`config.mk`:
```
export PLATFORM = sky130hd
export DESIGN_NAME = ofs_top
export DESIGN_NICKNAME = d
export VERILOG_FILES = /design/src/ofs_pkg.sv /design/src/ofs_freq_if.sv /design/src/ofs_freq_det.sv /design/src/ofs_top.sv
export SDC_FILE = /design/constraint.sdc
export NUM_CORES = 1
export LEC_CHECK = 0
export BUFFER_PORTS_ARGS = -buffer_cell sky130_fd_sc_hd__buf_2
export CAP_MARGIN = 20
export CELL_PAD_IN_SITES_DETAIL_PLACEMENT = 1
export CELL_PAD_IN_SITES_GLOBAL_PLACEMENT = 2
export CORE_MARGIN = 3
export CORE_UTILIZATION = 25
export DETAILED_ROUTE_END_ITERATION = 10
export PLACE_DENSITY = 0.68
export SLEW_MARGIN = 20
export SYNTH_ARGS = -nofsm -noshare
export SYNTH_HDL_FRONTEND = slang
export SYNTH_SLANG_ARGS = --single-unit
export TNS_END_PERCENT = 20
```
`constraint.sdc`:
```
create_clock -name clk_i -period 4.8 [get_ports clk_i]
set_clock_uncertainty 0.05 [all_clocks]
set_input_delay 1.44 -clock clk_i [delete_from_list [all_inputs] [get_ports clk_i]]
set_output_delay 1.44 -clock clk_i [all_outputs]
set_load 0.005 [all_outputs]
```
`src/ofs_pkg.sv`:
```
// Constants and types shared by the output function selector files
`default_nettype none
// ============================================================
// How it works
// - Mask bit 1 sends undervoltage trips to failure
// - Mask bit 2 sends other trips to failure
// - Mask bit 3 flags final restart retry failure
// - Status covers three outputs, six with card
// - Code 0 hands contact to option card
// - Code 1 commanded near output frequency
// - Code 2 command near level, code 1 true
// - Code 3 level near output frequency
// - Code 4 level detect with half-band hysteresis
// - Codes 5 to 12 pass fault flags
// - Code 13 reference or serial command lost
// - Code 14 running with voltage, not braking
// - Code 15 command off and no voltage
// - Code 16 steady speed operation
// - Codes 17, 18 bypass drive and line power
// - Code 19 during speed search
// - Codes 20, 21 pulse on sequence events
// - Code 22 healthy idle awaiting command
// - Codes 23, 24 traverse frequencies reached
// - Code 25 multi-motor, only app mode 3 and the three base outputs
// - Code 26 zero speed in vector control
// - Polarity bit per output, one closes normally, ignored when code 0 selected
// ============================================================
package ofs_pkg;
	localparam int NUM_OUT = 6;
	localparam int NUM_BASE = 3;
	localparam int CODE_W = 5;
	localparam int FREQ_W = 16;
	localparam int SEL_FIELD_W = 8;
	// Register byte offsets
	localparam logic [7:0] REG_CTRL = 8'h00;
	localparam logic [7:0] REG_POL = 8'h04;
	localparam logic [7:0] REG_SEL_BASE = 8'h08;
	localparam logic [7:0] REG_SEL_EXT = 8'h0c;
	localparam logic [7:0] REG_DETECT = 8'h10;
	localparam logic [7:0] REG_ZERO = 8'h14;
	localparam logic [7:0] REG_STATUS = 8'h18;
	// Control register fields
	localparam int TRIP_MASK_LSB = 0;
	localparam int APP_MODE_LSB = 4;
	localparam int BAND_LSB = 16;
	localparam logic [2:0] TRIP_MASK_RST = 3'h2;
	localparam logic [3:0] APP_MODE_RST = 4'h0;
	localparam logic [3:0] APP_MODE_MMC = 4'h3;
	localparam logic [5:0] POL_RST = 6'h00;
	// Frequencies in units of 0.01 Hz
	localparam logic [FREQ_W-1:0] DETECT_LEVEL_RST = 16'h0bb8;
	localparam logic [FREQ_W-1:0] DETECT_BAND_RST = 16'h03e8;
	localparam logic [FREQ_W-1:0] ZERO_LEVEL_RST = 16'h00c8;
	localparam logic [FREQ_W-1:0] ZERO_BAND_RST = 16'h0064;
	// Selection codes
	typedef logic [CODE_W-1:0] ofs_code_t;
	localparam ofs_code_t C_NONE = 5'h00, C_FDT1 = 5'h01, C_FDT2 = 5'h02;
	localparam ofs_code_t C_FDT3 = 5'h03, C_FDT4 = 5'h04, C_MOL = 5'h05;
	localparam ofs_code_t C_DOL = 5'h06, C_ULD = 5'h07, C_FAN = 5'h08;
	localparam ofs_code_t C_STALL = 5'h09, C_OVV = 5'h0a, C_UNV = 5'h0b;
	localparam ofs_code_t C_HEAT = 5'h0c, C_LOST = 5'h0d, C_RUN = 5'h0e;
	localparam ofs_code_t C_STOP = 5'h0f, C_STEADY = 5'h10, C_DRV = 5'h11;
	localparam ofs_code_t C_LINE = 5'h12, C_SRCH = 5'h13, C_STEP = 5'h14;
	localparam ofs_code_t C_SEQ = 5'h15, C_READY = 5'h16, C_TACC = 5'h17;
	localparam ofs_code_t C_TDEC = 5'h18, C_MMC = 5'h19, C_ZSPD = 5'h1a;
	localparam ofs_code_t C_TRIP = 5'h1c;
	// Reset codes, output 0 in the low field
	localparam logic [CODE_W*NUM_OUT-1:0] SEL_RST =
		{C_NONE, C_NONE, C_NONE, C_FDT1, C_RUN, C_TRIP};
endpackage
`default_nettype wire

```
`src/ofs_freq_if.sv`:
```
// Interface between the selector and its frequency detector
`default_nettype none
interface ofs_freq_if;
	logic [15:0] cmd_freq;
	logic [15:0] out_freq;
	logic [15:0] detect_level;
	logic [15:0] detect_band;
	logic [15:0] zero_speed_level;
	logic [15:0] zero_speed_band;
	logic vector_mode;
	logic fdt1;
	logic fdt2;
	logic fdt3;
	logic fdt4;
	logic zspd;
	modport src (output cmd_freq, out_freq, detect_level, detect_band,
		zero_speed_level, zero_speed_band, vector_mode,
		input fdt1, fdt2, fdt3, fdt4, zspd);
	modport det (input cmd_freq, out_freq, detect_level, detect_band,
		zero_speed_level, zero_speed_band, vector_mode,
		output fdt1, fdt2, fdt3, fdt4, zspd);
endinterface
`default_nettype wire

```
`src/ofs_freq_det.sv`:
```
// Frequency detection comparators on registered frequency values
`default_nettype none
module ofs_freq_det
	import ofs_pkg::*;
(
	input wire logic clk_i,
	input wire logic resetn_i,
	ofs_freq_if.det fq
);
	logic [FREQ_W-1:0] cmd_q;
	logic [FREQ_W-1:0] out_q;
	logic [FREQ_W:0] dist_co;
	logic [FREQ_W:0] dist_cl;
	logic [FREQ_W:0] dist_lo;
	logic [FREQ_W+1:0] dec_lhs;
	logic near_co;

	// Twice the distance, compared against the band
	function automatic logic [FREQ_W:0] twodist(
		input logic [FREQ_W-1:0] a, input logic [FREQ_W-1:0] b);
		logic [FREQ_W-1:0] d;
		d = (a > b) ? a - b : b - a;
		return {d, 1'b0};
	endfunction

	// ============================================================
	// Registered frequencies
	always_ff @(posedge clk_i)
	begin
		if (!resetn_i)
		begin
			cmd_q <= 16'h0000;
			out_q <= 16'h0000;
		end
		else
		begin
			cmd_q <= fq.cmd_freq;
			out_q <= fq.out_freq;
		end
	end

	always_comb
	begin
		dist_co = twodist(cmd_q, out_q);
		dist_cl = twodist(cmd_q, fq.detect_level);
		dist_lo = twodist(fq.detect_level, out_q);
		dec_lhs = {1'b0, out_q, 1'b0} + {2'b00, fq.detect_band};
		near_co = dist_co < {1'b0, fq.detect_band};
	end

	// ============================================================
	// Detection flags
	always_ff @(posedge clk_i)
	begin
		if (!resetn_i)
		begin
			fq.fdt1 <= 1'b0;
			fq.fdt2 <= 1'b0;
			fq.fdt3 <= 1'b0;
			fq.zspd <= 1'b0;
		end
		else
		begin
			fq.fdt1 <= near_co;
			fq.fdt2 <= near_co && (dist_cl < {1'b0, fq.detect_band});
			fq.fdt3 <= dist_lo < {1'b0, fq.detect_band};
			fq.zspd <= fq.vector_mode && ({1'b0, out_q, 1'b0} <
				{1'b0, fq.zero_speed_level, 1'b0} +
				{2'b00, fq.zero_speed_band});
		end
	end

	// Level detect, rises at level, falls at or below level less half band
	always_ff @(posedge clk_i)
	begin
		if (!resetn_i)
			fq.fdt4 <= 1'b0;
		else if (out_q >= fq.detect_level)
			fq.fdt4 <= 1'b1;
		else if (dec_lhs <= {1'b0, fq.detect_level, 1'b0})
			fq.fdt4 <= 1'b0;
	end

	property p_fdt1;
		@(posedge clk_i) disable iff (!resetn_i)
		(cmd_q == out_q && fq.detect_band != 16'h0000) |=> fq.fdt1;
	endproperty
	a_fdt1: assert property (p_fdt1) else $error("fdt1 missed match");

	property p_fdt2;
		@(posedge clk_i) disable iff (!resetn_i)
		fq.fdt2 |-> fq.fdt1;
	endproperty
	a_fdt2: assert property (p_fdt2) else $error("fdt2 without fdt1");

	property p_fdt4;
		@(posedge clk_i) disable iff (!resetn_i)
		(out_q >= fq.detect_level) |=> fq.fdt4;
	endproperty
	a_fdt4: assert property (p_fdt4) else $error("fdt4 not set");
endmodule
`default_nettype wire

```
`src/ofs_top.sv`:
```
// Output function selector with Avalon-MM register slave
`default_nettype none
module ofs_top
	import ofs_pkg::*;
(
	input wire logic clk_i,
	input wire logic resetn_i,
	input wire logic [7:0] avs_address_i,
	input wire logic avs_read_i,
	input wire logic avs_write_i,
	input wire logic [31:0] avs_writedata_i,
	input wire logic [3:0] avs_byteenable_i,
	output logic [31:0] avs_readdata_o,
	output logic avs_waitrequest_o,
	input wire logic [15:0] cmd_freq_i,
	input wire logic [15:0] out_freq_i,
	input wire logic vector_mode_i,
	input wire logic ext_card_i,
	input wire logic trip_i,
	input wire logic trip_undervolt_i,
	input wire logic restart_final_fail_i,
	input wire logic motor_overload_i,
	input wire logic drive_overload_flag_i,
	input wire logic underload_i,
	input wire logic fan_fault_i,
	input wire logic stall_i,
	input wire logic dc_overvolt_i,
	input wire logic dc_undervolt_i,
	input wire logic overheat_i,
	input wire logic ref_lost_i,
	input wire logic run_cmd_i,
	input wire logic volt_out_i,
	input wire logic dc_brake_i,
	input wire logic accel_i,
	input wire logic decel_i,
	input wire logic bypass_drive_i,
	input wire logic bypass_line_i,
	input wire logic speed_search_i,
	input wire logic step_adv_i,
	input wire logic seq_done_i,
	input wire logic healthy_i,
	input wire logic traverse_accel_reached_i,
	input wire logic traverse_decel_reached_i,
	input wire logic [2:0] mmc_drive_i,
	input wire logic [5:0] plc_drive_i,
	output logic [4:0] relay_o,
	output logic transistor_output_o
);
	logic [2:0] trip_mask_q;
	logic [3:0] app_mode_q;
	logic [NUM_OUT-1:0] pol_q;
	ofs_code_t sel_q [NUM_OUT];
	logic [FREQ_W-1:0] detect_level_q;
	logic [FREQ_W-1:0] detect_band_q;
	logic [FREQ_W-1:0] zero_level_q;
	logic [FREQ_W-1:0] zero_band_q;
	logic [NUM_OUT-1:0] drive_q;
	logic fail_q;
	logic [31:0] cond;
	logic [31:0] next_readdata;
	logic [31:0] sel_base_view;
	logic [31:0] sel_ext_view;
	logic [31:0] ctrl_view;
	logic wr_en;
	wire logic [NUM_OUT-1:0] next_drive;
	wire logic [NUM_OUT-1:0] mmc_vec;

	ofs_freq_if fq ();

	// Byte-lane merge of write data into a register view
	function automatic logic [31:0] wmerge(input logic [31:0] old,
		input logic [31:0] wd, input logic [3:0] be);
		logic [31:0] r;
		r = old;
		for (int b = 0; b < 4; b++)
		begin
			if (be[b])
				r[b*8 +: 8] = wd[b*8 +: 8];
		end
		return r;
	endfunction

	// ============================================================
	// Avalon-MM slave, one wait cycle per access
	always_ff @(posedge clk_i)
	begin
		if (!resetn_i)
			avs_waitrequest_o <= 1'b1;
		else if (!avs_waitrequest_o)
			avs_waitrequest_o <= 1'b1;
		else if (avs_read_i || avs_write_i)
			avs_waitrequest_o <= 1'b0;
	end

	// Write lands on the edge that sees waitrequest low
	assign wr_en = avs_write_i && !avs_waitrequest_o;

	// Register views for read and byte-lane merge
	always_comb
	begin
		ctrl_view = 32'h0000_0000;
		ctrl_view[TRIP_MASK_LSB +: 3] = trip_mask_q;
		ctrl_view[APP_MODE_LSB +: 4] = app_mode_q;
		sel_base_view = 32'h0000_0000;
		sel_ext_view = 32'h0000_0000;
		for (int k = 0; k < NUM_BASE; k++)
		begin
			sel_base_view[k*SEL_FIELD_W +: CODE_W] = sel_q[k];
			sel_ext_view[k*SEL_FIELD_W +: CODE_W] = sel_q[k+NUM_BASE];
		end
	end

	// Read data mux, unmapped addresses read zero
	always_comb
	begin
		case (avs_address_i)
			REG_CTRL: next_readdata = ctrl_view;
			REG_POL: next_readdata = {26'h000_0000, pol_q};
			REG_SEL_BASE: next_readdata = sel_base_view;
			REG_SEL_EXT: next_readdata = sel_ext_view;
			REG_DETECT: next_readdata = {detect_band_q, detect_level_q};
			REG_ZERO: next_readdata = {zero_band_q, zero_level_q};
			REG_STATUS: next_readdata = {26'h000_0000, drive_q};
			default: next_readdata = 32'h0000_0000;
		endcase
	end

	// Read data captured as waitrequest drops
	always_ff @(posedge clk_i)
	begin
		if (!resetn_i)
			avs_readdata_o <= 32'h0000_0000;
		else if (avs_read_i && avs_waitrequest_o)
			avs_readdata_o <= next_readdata;
	end

	// ============================================================
	// Control, polarity and frequency parameter registers
	always_ff @(posedge clk_i)
	begin
		logic [31:0] m;
		m = wmerge(ctrl_view, avs_writedata_i, avs_byteenable_i);
		if (!resetn_i)
		begin
			trip_mask_q <= TRIP_MASK_RST;
			app_mode_q <= APP_MODE_RST;
		end
		else if (wr_en && avs_address_i == REG_CTRL)
		begin
			trip_mask_q <= m[TRIP_MASK_LSB +: 3];
			app_mode_q <= m[APP_MODE_LSB +: 4];
		end
	end

	always_ff @(posedge clk_i)
	begin
		logic [31:0] m;
		m = wmerge({26'h000_0000, pol_q}, avs_writedata_i,
			avs_byteenable_i);
		if (!resetn_i)
			pol_q <= POL_RST;
		else if (wr_en && avs_address_i == REG_POL)
			pol_q <= m[NUM_OUT-1:0];
	end

	always_ff @(posedge clk_i)
	begin
		logic [31:0] m;
		m = wmerge({detect_band_q, detect_level_q}, avs_writedata_i,
			avs_byteenable_i);
		if (!resetn_i)
		begin
			detect_level_q <= DETECT_LEVEL_RST;
			detect_band_q <= DETECT_BAND_RST;
		end
		else if (wr_en && avs_address_i == REG_DETECT)
		begin
			detect_level_q <= m[FREQ_W-1:0];
			detect_band_q <= m[BAND_LSB +: FREQ_W];
		end
	end

	always_ff @(posedge clk_i)
	begin
		logic [31:0] m;
		m = wmerge({zero_band_q, zero_level_q}, avs_writedata_i,
			avs_byteenable_i);
		if (!resetn_i)
		begin
			zero_level_q <= ZERO_LEVEL_RST;
			zero_band_q <= ZERO_BAND_RST;
		end
		else if (wr_en && avs_address_i == REG_ZERO)
		begin
			zero_level_q <= m[FREQ_W-1:0];
			zero_band_q <= m[BAND_LSB +: FREQ_W];
		end
	end

	// Selection code per output
	always_ff @(posedge clk_i)
	begin
		logic [31:0] mb;
		logic [31:0] me;
		mb = wmerge(sel_base_view, avs_writedata_i, avs_byteenable_i);
		me = wmerge(sel_ext_view, avs_writedata_i, avs_byteenable_i);
		if (!resetn_i)
		begin
			for (int k = 0; k < NUM_OUT; k++)
				sel_q[k] <= SEL_RST[k*CODE_W +: CODE_W];
		end
		else if (wr_en && avs_address_i == REG_SEL_BASE)
		begin
			for (int k = 0; k < NUM_BASE; k++)
				sel_q[k] <= mb[k*SEL_FIELD_W +: CODE_W];
		end
		else if (wr_en && avs_address_i == REG_SEL_EXT)
		begin
			for (int k = 0; k < NUM_BASE; k++)
				sel_q[k+NUM_BASE] <= me[k*SEL_FIELD_W +: CODE_W];
		end
	end

	// ============================================================
	// Frequency detector
	assign fq.cmd_freq = cmd_freq_i;
	assign fq.out_freq = out_freq_i;
	assign fq.detect_level = detect_level_q;
	assign fq.detect_band = detect_band_q;
	assign fq.zero_speed_level = zero_level_q;
	assign fq.zero_speed_band = zero_band_q;
	assign fq.vector_mode = vector_mode_i;

	ofs_freq_det u_det (
		.clk_i(clk_i),
		.resetn_i(resetn_i),
		.fq(fq.det)
	);

	// Failure output from the trip mask
	always_ff @(posedge clk_i)
	begin
		if (!resetn_i)
			fail_q <= 1'b0;
		else
			fail_q <= (trip_mask_q[0] && trip_i && trip_undervolt_i)
				|| (trip_mask_q[1] && trip_i && !trip_undervolt_i)
				|| (trip_mask_q[2] && restart_final_fail_i);
	end

	// ============================================================
	// Condition vector indexed by selection code
	always_comb
	begin
		cond = 32'h0000_0000;
		cond[C_FDT1] = fq.fdt1;
		cond[C_FDT2] = fq.fdt2;
		cond[C_FDT3] = fq.fdt3;
		cond[C_FDT4] = fq.fdt4;
		cond[C_MOL] = motor_overload_i;
		cond[C_DOL] = drive_overload_flag_i;
		cond[C_ULD] = underload_i;
		cond[C_FAN] = fan_fault_i;
		cond[C_STALL] = stall_i;
		cond[C_OVV] = dc_overvolt_i;
		cond[C_UNV] = dc_undervolt_i;
		cond[C_HEAT] = overheat_i;
		cond[C_LOST] = ref_lost_i;
		cond[C_RUN] = run_cmd_i && volt_out_i && !dc_brake_i;
		cond[C_STOP] = !run_cmd_i && !volt_out_i;
		cond[C_STEADY] = volt_out_i && !accel_i && !decel_i;
		cond[C_DRV] = bypass_drive_i;
		cond[C_LINE] = bypass_line_i;
		cond[C_SRCH] = speed_search_i;
		cond[C_STEP] = step_adv_i;
		cond[C_SEQ] = seq_done_i;
		cond[C_READY] = healthy_i && !run_cmd_i;
		cond[C_TACC] = traverse_accel_reached_i;
		cond[C_TDEC] = traverse_decel_reached_i;
		cond[C_ZSPD] = fq.zspd;
		cond[C_TRIP] = fail_q;
	end

	assign mmc_vec = {3'h0, mmc_drive_i};

	// Per-output multiplexer, polarity and card presence
	genvar gi;
	generate
		for (gi = 0; gi < NUM_OUT; gi++)
		begin : g_out
			logic raw;
			logic live;
			always_comb
			begin
				live = (gi < NUM_BASE) || ext_card_i;
				if (sel_q[gi] == C_MMC)
					raw = (gi < NUM_BASE) && app_mode_q == APP_MODE_MMC
						&& mmc_vec[gi];
				else
					raw = cond[sel_q[gi]];
			end
			assign next_drive[gi] = !live ? 1'b0 :
				(sel_q[gi] == C_NONE) ? plc_drive_i[gi] :
				raw ^ pol_q[gi];
		end
	endgenerate

	// Final levels, also the status word
	always_ff @(posedge clk_i)
	begin
		if (!resetn_i)
			drive_q <= 6'h00;
		else
			drive_q <= next_drive;
	end

	assign relay_o = {drive_q[5:3], drive_q[1:0]};
	assign transistor_output_o = drive_q[2];

	// ============================================================
	// Checks
	property p_fail_uv;
		@(posedge clk_i) disable iff (!resetn_i)
		(trip_mask_q[0] && trip_i && trip_undervolt_i) |=> fail_q;
	endproperty
	a_fail_uv: assert property (p_fail_uv) else $error("uv trip lost");

	property p_fail_other;
		@(posedge clk_i) disable iff (!resetn_i)
		(trip_i && !trip_undervolt_i && !restart_final_fail_i)
			|=> (fail_q == $past(trip_mask_q[1]));
	endproperty
	a_fail_other: assert property (p_fail_other) else $error("trip bad");

	property p_fail_retry;
		@(posedge clk_i) disable iff (!resetn_i)
		(!trip_i && restart_final_fail_i)
			|=> (fail_q == $past(trip_mask_q[2]));
	endproperty
	a_fail_retry: assert property (p_fail_retry) else $error("retry bad");

	property p_ext_off;
		@(posedge clk_i) disable iff (!resetn_i)
		!ext_card_i |=> (relay_o[4:2] == 3'h0);
	endproperty
	a_ext_off: assert property (p_ext_off) else $error("ext relay on");

	property p_none;
		@(posedge clk_i) disable iff (!resetn_i)
		(sel_q[1] == C_NONE) |=> (relay_o[1] == $past(plc_drive_i[1]));
	endproperty
	a_none: assert property (p_none) else $error("code 0 not passed");

	property p_run_brake;
		@(posedge clk_i) disable iff (!resetn_i)
		(sel_q[1] == C_RUN && !pol_q[1] && dc_brake_i) |=> !relay_o[1];
	endproperty
	a_run_brake: assert property (p_run_brake) else $error("run in brake");

	property p_stop_nc;
		@(posedge clk_i) disable iff (!resetn_i)
		(sel_q[1] == C_STOP && pol_q[1] && !run_cmd_i && !volt_out_i)
			|=> !relay_o[1];
	endproperty
	a_stop_nc: assert property (p_stop_nc) else $error("nc stop wrong");

	property p_mmc;
		@(posedge clk_i) disable iff (!resetn_i)
		(sel_q[1] == C_MMC && app_mode_q != APP_MODE_MMC && !pol_q[1])
			|=> !relay_o[1];
	endproperty
	a_mmc: assert property (p_mmc) else $error("mmc outside mode");

	property p_status;
		@(posedge clk_i) disable iff (!resetn_i)
		(avs_read_i && avs_waitrequest_o && avs_address_i == REG_STATUS)
			|=> (avs_readdata_o[5:0] == $past(drive_q)) && !avs_waitrequest_o;
	endproperty
	a_status: assert property (p_status) else $error("status bad");
endmodule
`default_nettype wire

```
==> run summary <==
Global-route wire length before repair - 103 mm
# rows - 92
Area contributors post-synth - dfxtp_1, ha_1, a21oi_1
Antenna viol nets, final - 0
Dominant register cell in the synthesized netlist - dfxtp_1
DRT Pass-1 Iters - 5
Leakage - 7.94 nW
Mapped Nets - 2228
GRT overflow - 0
Hpwl dp - 57.6 mm
Worst EP required - 5190 ps
# fillers - 7512
Syn-to-layout area delta - 17.1%
CTS Sinks - 184
Commonest cells after routing, fill and taps aside - ha_1, a21oi_1, nand2_1
Reg2Reg Depth - 17
Cell Area, Synth - 16000 sq um
Post-synth EDFFs - 30
CTS tree - built
Area of the multi-input gates - 11300 sq um
CTS Buffer Depth - 2
Post_cts resized - 0
Hold crit path type - register to register
Cell Area, Placed - 18100 sq um
Share of cells above drive strength 1 - 16.6%
CTS Hold Bufs - 0
Peak VDD IR - 0.268 mV
Fin nets - 2399
Initial antenna violation count - 2
Port Buf Inserts - 154
Post-synth ARST share - 0%
Post-Synthesis Cells - 1903
Cell Pwr Density - 231 nW/um^2
Die W - 259 um
Post-route cell area - 18800 sq um
Seq. cell area - 3980 sq um
Largest net degree at the start of global routing - 51
Die height - 259 um
Antenna diodes - 0
DRC - 0
Core Region - 63300 sq um
Post-synth top area share - 19.2%
Final hold slack - 402 ps
CP max FO - 3
Yosys warning count - 0
Drt wl/cell - 23.6 um
Synth Area per Inst - 8.43 sq um
Drt total wl - 69.2 mm
Clk Tree Root Cell - clkbuf_16
Final slew viol count - 0
Setup Fix Bufs, Post-CTS - 0
I/O pins - 155
WS Path Type - register to register
Worst skew pair latency - 510 ps
Relative max-transition margin - 49.4%
Worst-margin pin slew - 751 ps
Initial detailed-routing violation count - 965
Max_cap viols - 0
Initial core utilization - 25.3%
WP data arrival - 4950 ps
Top achievable clock speed - 0.219 GHz
Die area - 67200 sq um
Setup violators final - 0
Final period utilization - 95.0%
Hold Path Cell Cnt - 1
Crit start category - register
H-tree Lvls - 4
Register bit count reported by yosys - 184
Seq/Total Area, Yosys - 24.8%
DR vias - 15500
Vias in the first global route - 16300
Final worst path period need - 4560 ps
Outcome - finished, final reports clean
Clk pin slew, worst setup/hold paths - 80 ps
Setup crit end kind - register
Area leader, netlist - dfxtp_1
Final Hold Viols - 0
Synth cell types - 86
DR vias/cell - 5.29
TritonCTS Buffers - 17
Commonest non-fill, non-tap cell in the layout - ha_1
Total track usage - 20.5%
GP Congestion - 0.894
## cell type report
class / instances / share of cell area (%)
clock buffers: 19 / 2.36
repair buffers: 242 / 7.71
multi-input cells: 1524 / 60.1
inverters: 105 / 2.11
clock inverters: 13 / 0.833
flip-flops and latches: 184 / 21.2
well taps: 846 / 5.64
## state kept, by name, indices dropped and copies added (netlist names), 3 cells and up
register / cells
pol_q: 6
fq.zero_speed_level: 16
sel_q: 30
detect_level_q: 16
u_det.cmd_q: 16
avs_readdata_o: 32
fq.zero_speed_band: 16
u_det.out_q: 16
app_mode_q: 4
detect_band_q: 16
drive_q: 6
trip_mask_q: 3
## path summary, 6_finish.rpt
check                          from                end  slack, ps
setup reg to reg    u_det.out_q[14]      u_det.fq.fdt2        240
setup / recovery    u_det.out_q[14]      u_det.fq.fdt2        240
hold / removal    avs_waitrequest_o  avs_waitrequest_o        400
hold reg to reg   avs_waitrequest_o  avs_waitrequest_o        400
## where the power goes
group          switching, mW  internal [mW]  leakage (nW)
clock network          0.770          0.797         0.295
logic                  0.638          0.486          6.11
registers             0.0602           1.59          1.54
total                   1.47           2.88          7.94
## cell usage after synthesis (all sizes together), types with 31 or more instances
cell and instances:
a21o 52, inv 105, and2 60, dfxtp 154
mux4 38, ha 201, xor2 31, a21oi 197
clkbuf 61, o21ai 78, o211ai 32, nand3 40
xnor2 39, nor2 155, nor3 36, mux2i 55
nand2 187
## per-stage QoR
step	setup WS (ps)	setup TNS, ps	power [mW]	std cells	util (%)
floorplan	577	0	2.39	1903	-
global route	-0.639	-0.639	4.57	2933	29.7
finish	241	0	4.35	2933	29.7
global placement	163	0	2.78	2901	28.7
detailed placement	81.4	0	2.80	2901	28.7
CTS	35.5	0	4.39	2933	29.6
## worst max-delay path, stage by stage, from the launching register on
cell and delay [ps]:
dfxtp_1 340, inv_1 70, ha_1 300, nand4_1 180
or2_1 320, or4_4 570, a21boi_4 180, mux2i_4 230
a31oi_1 210, xnor2_1 140, ha_1 260, a211o_1 300
a2111oi_2 340, buf_4 160, nor4_1 50, or4_1 440
mux2i_2 190, and3_1 170
## cells by family (layout without fill, tap and decap cells)
kind of cell / count (synthesis) / count (layout) / synth area share [%]
AO/OA/AOI/OAI: 538 / 538 / 21.9
adder cells (fa/ha/maj): 209 / 209 / 16.7
buffers and inverters: 195 / 379 / 5.04
AND/OR/NAND/NOR: 603 / 603 / 18.1
XOR/XNOR: 70 / 70 / 3.82
multiplexers: 104 / 104 / 9.62
flip-flops: 184 / 184 / 24.8
## layer usage
metal / GRT usage [%] / vias to the layer above / wire length (um)
li1: - / 7268 / -
met1: 26.8 / 7813 / 31800
met2: 35.3 / 375 / 33300
met3: 2.99 / 74 / 2780
met5: 0 / - / 0
met4: 5.37 / 0 / 1390
Note: power is estimated with default switching activity, not from simulation.
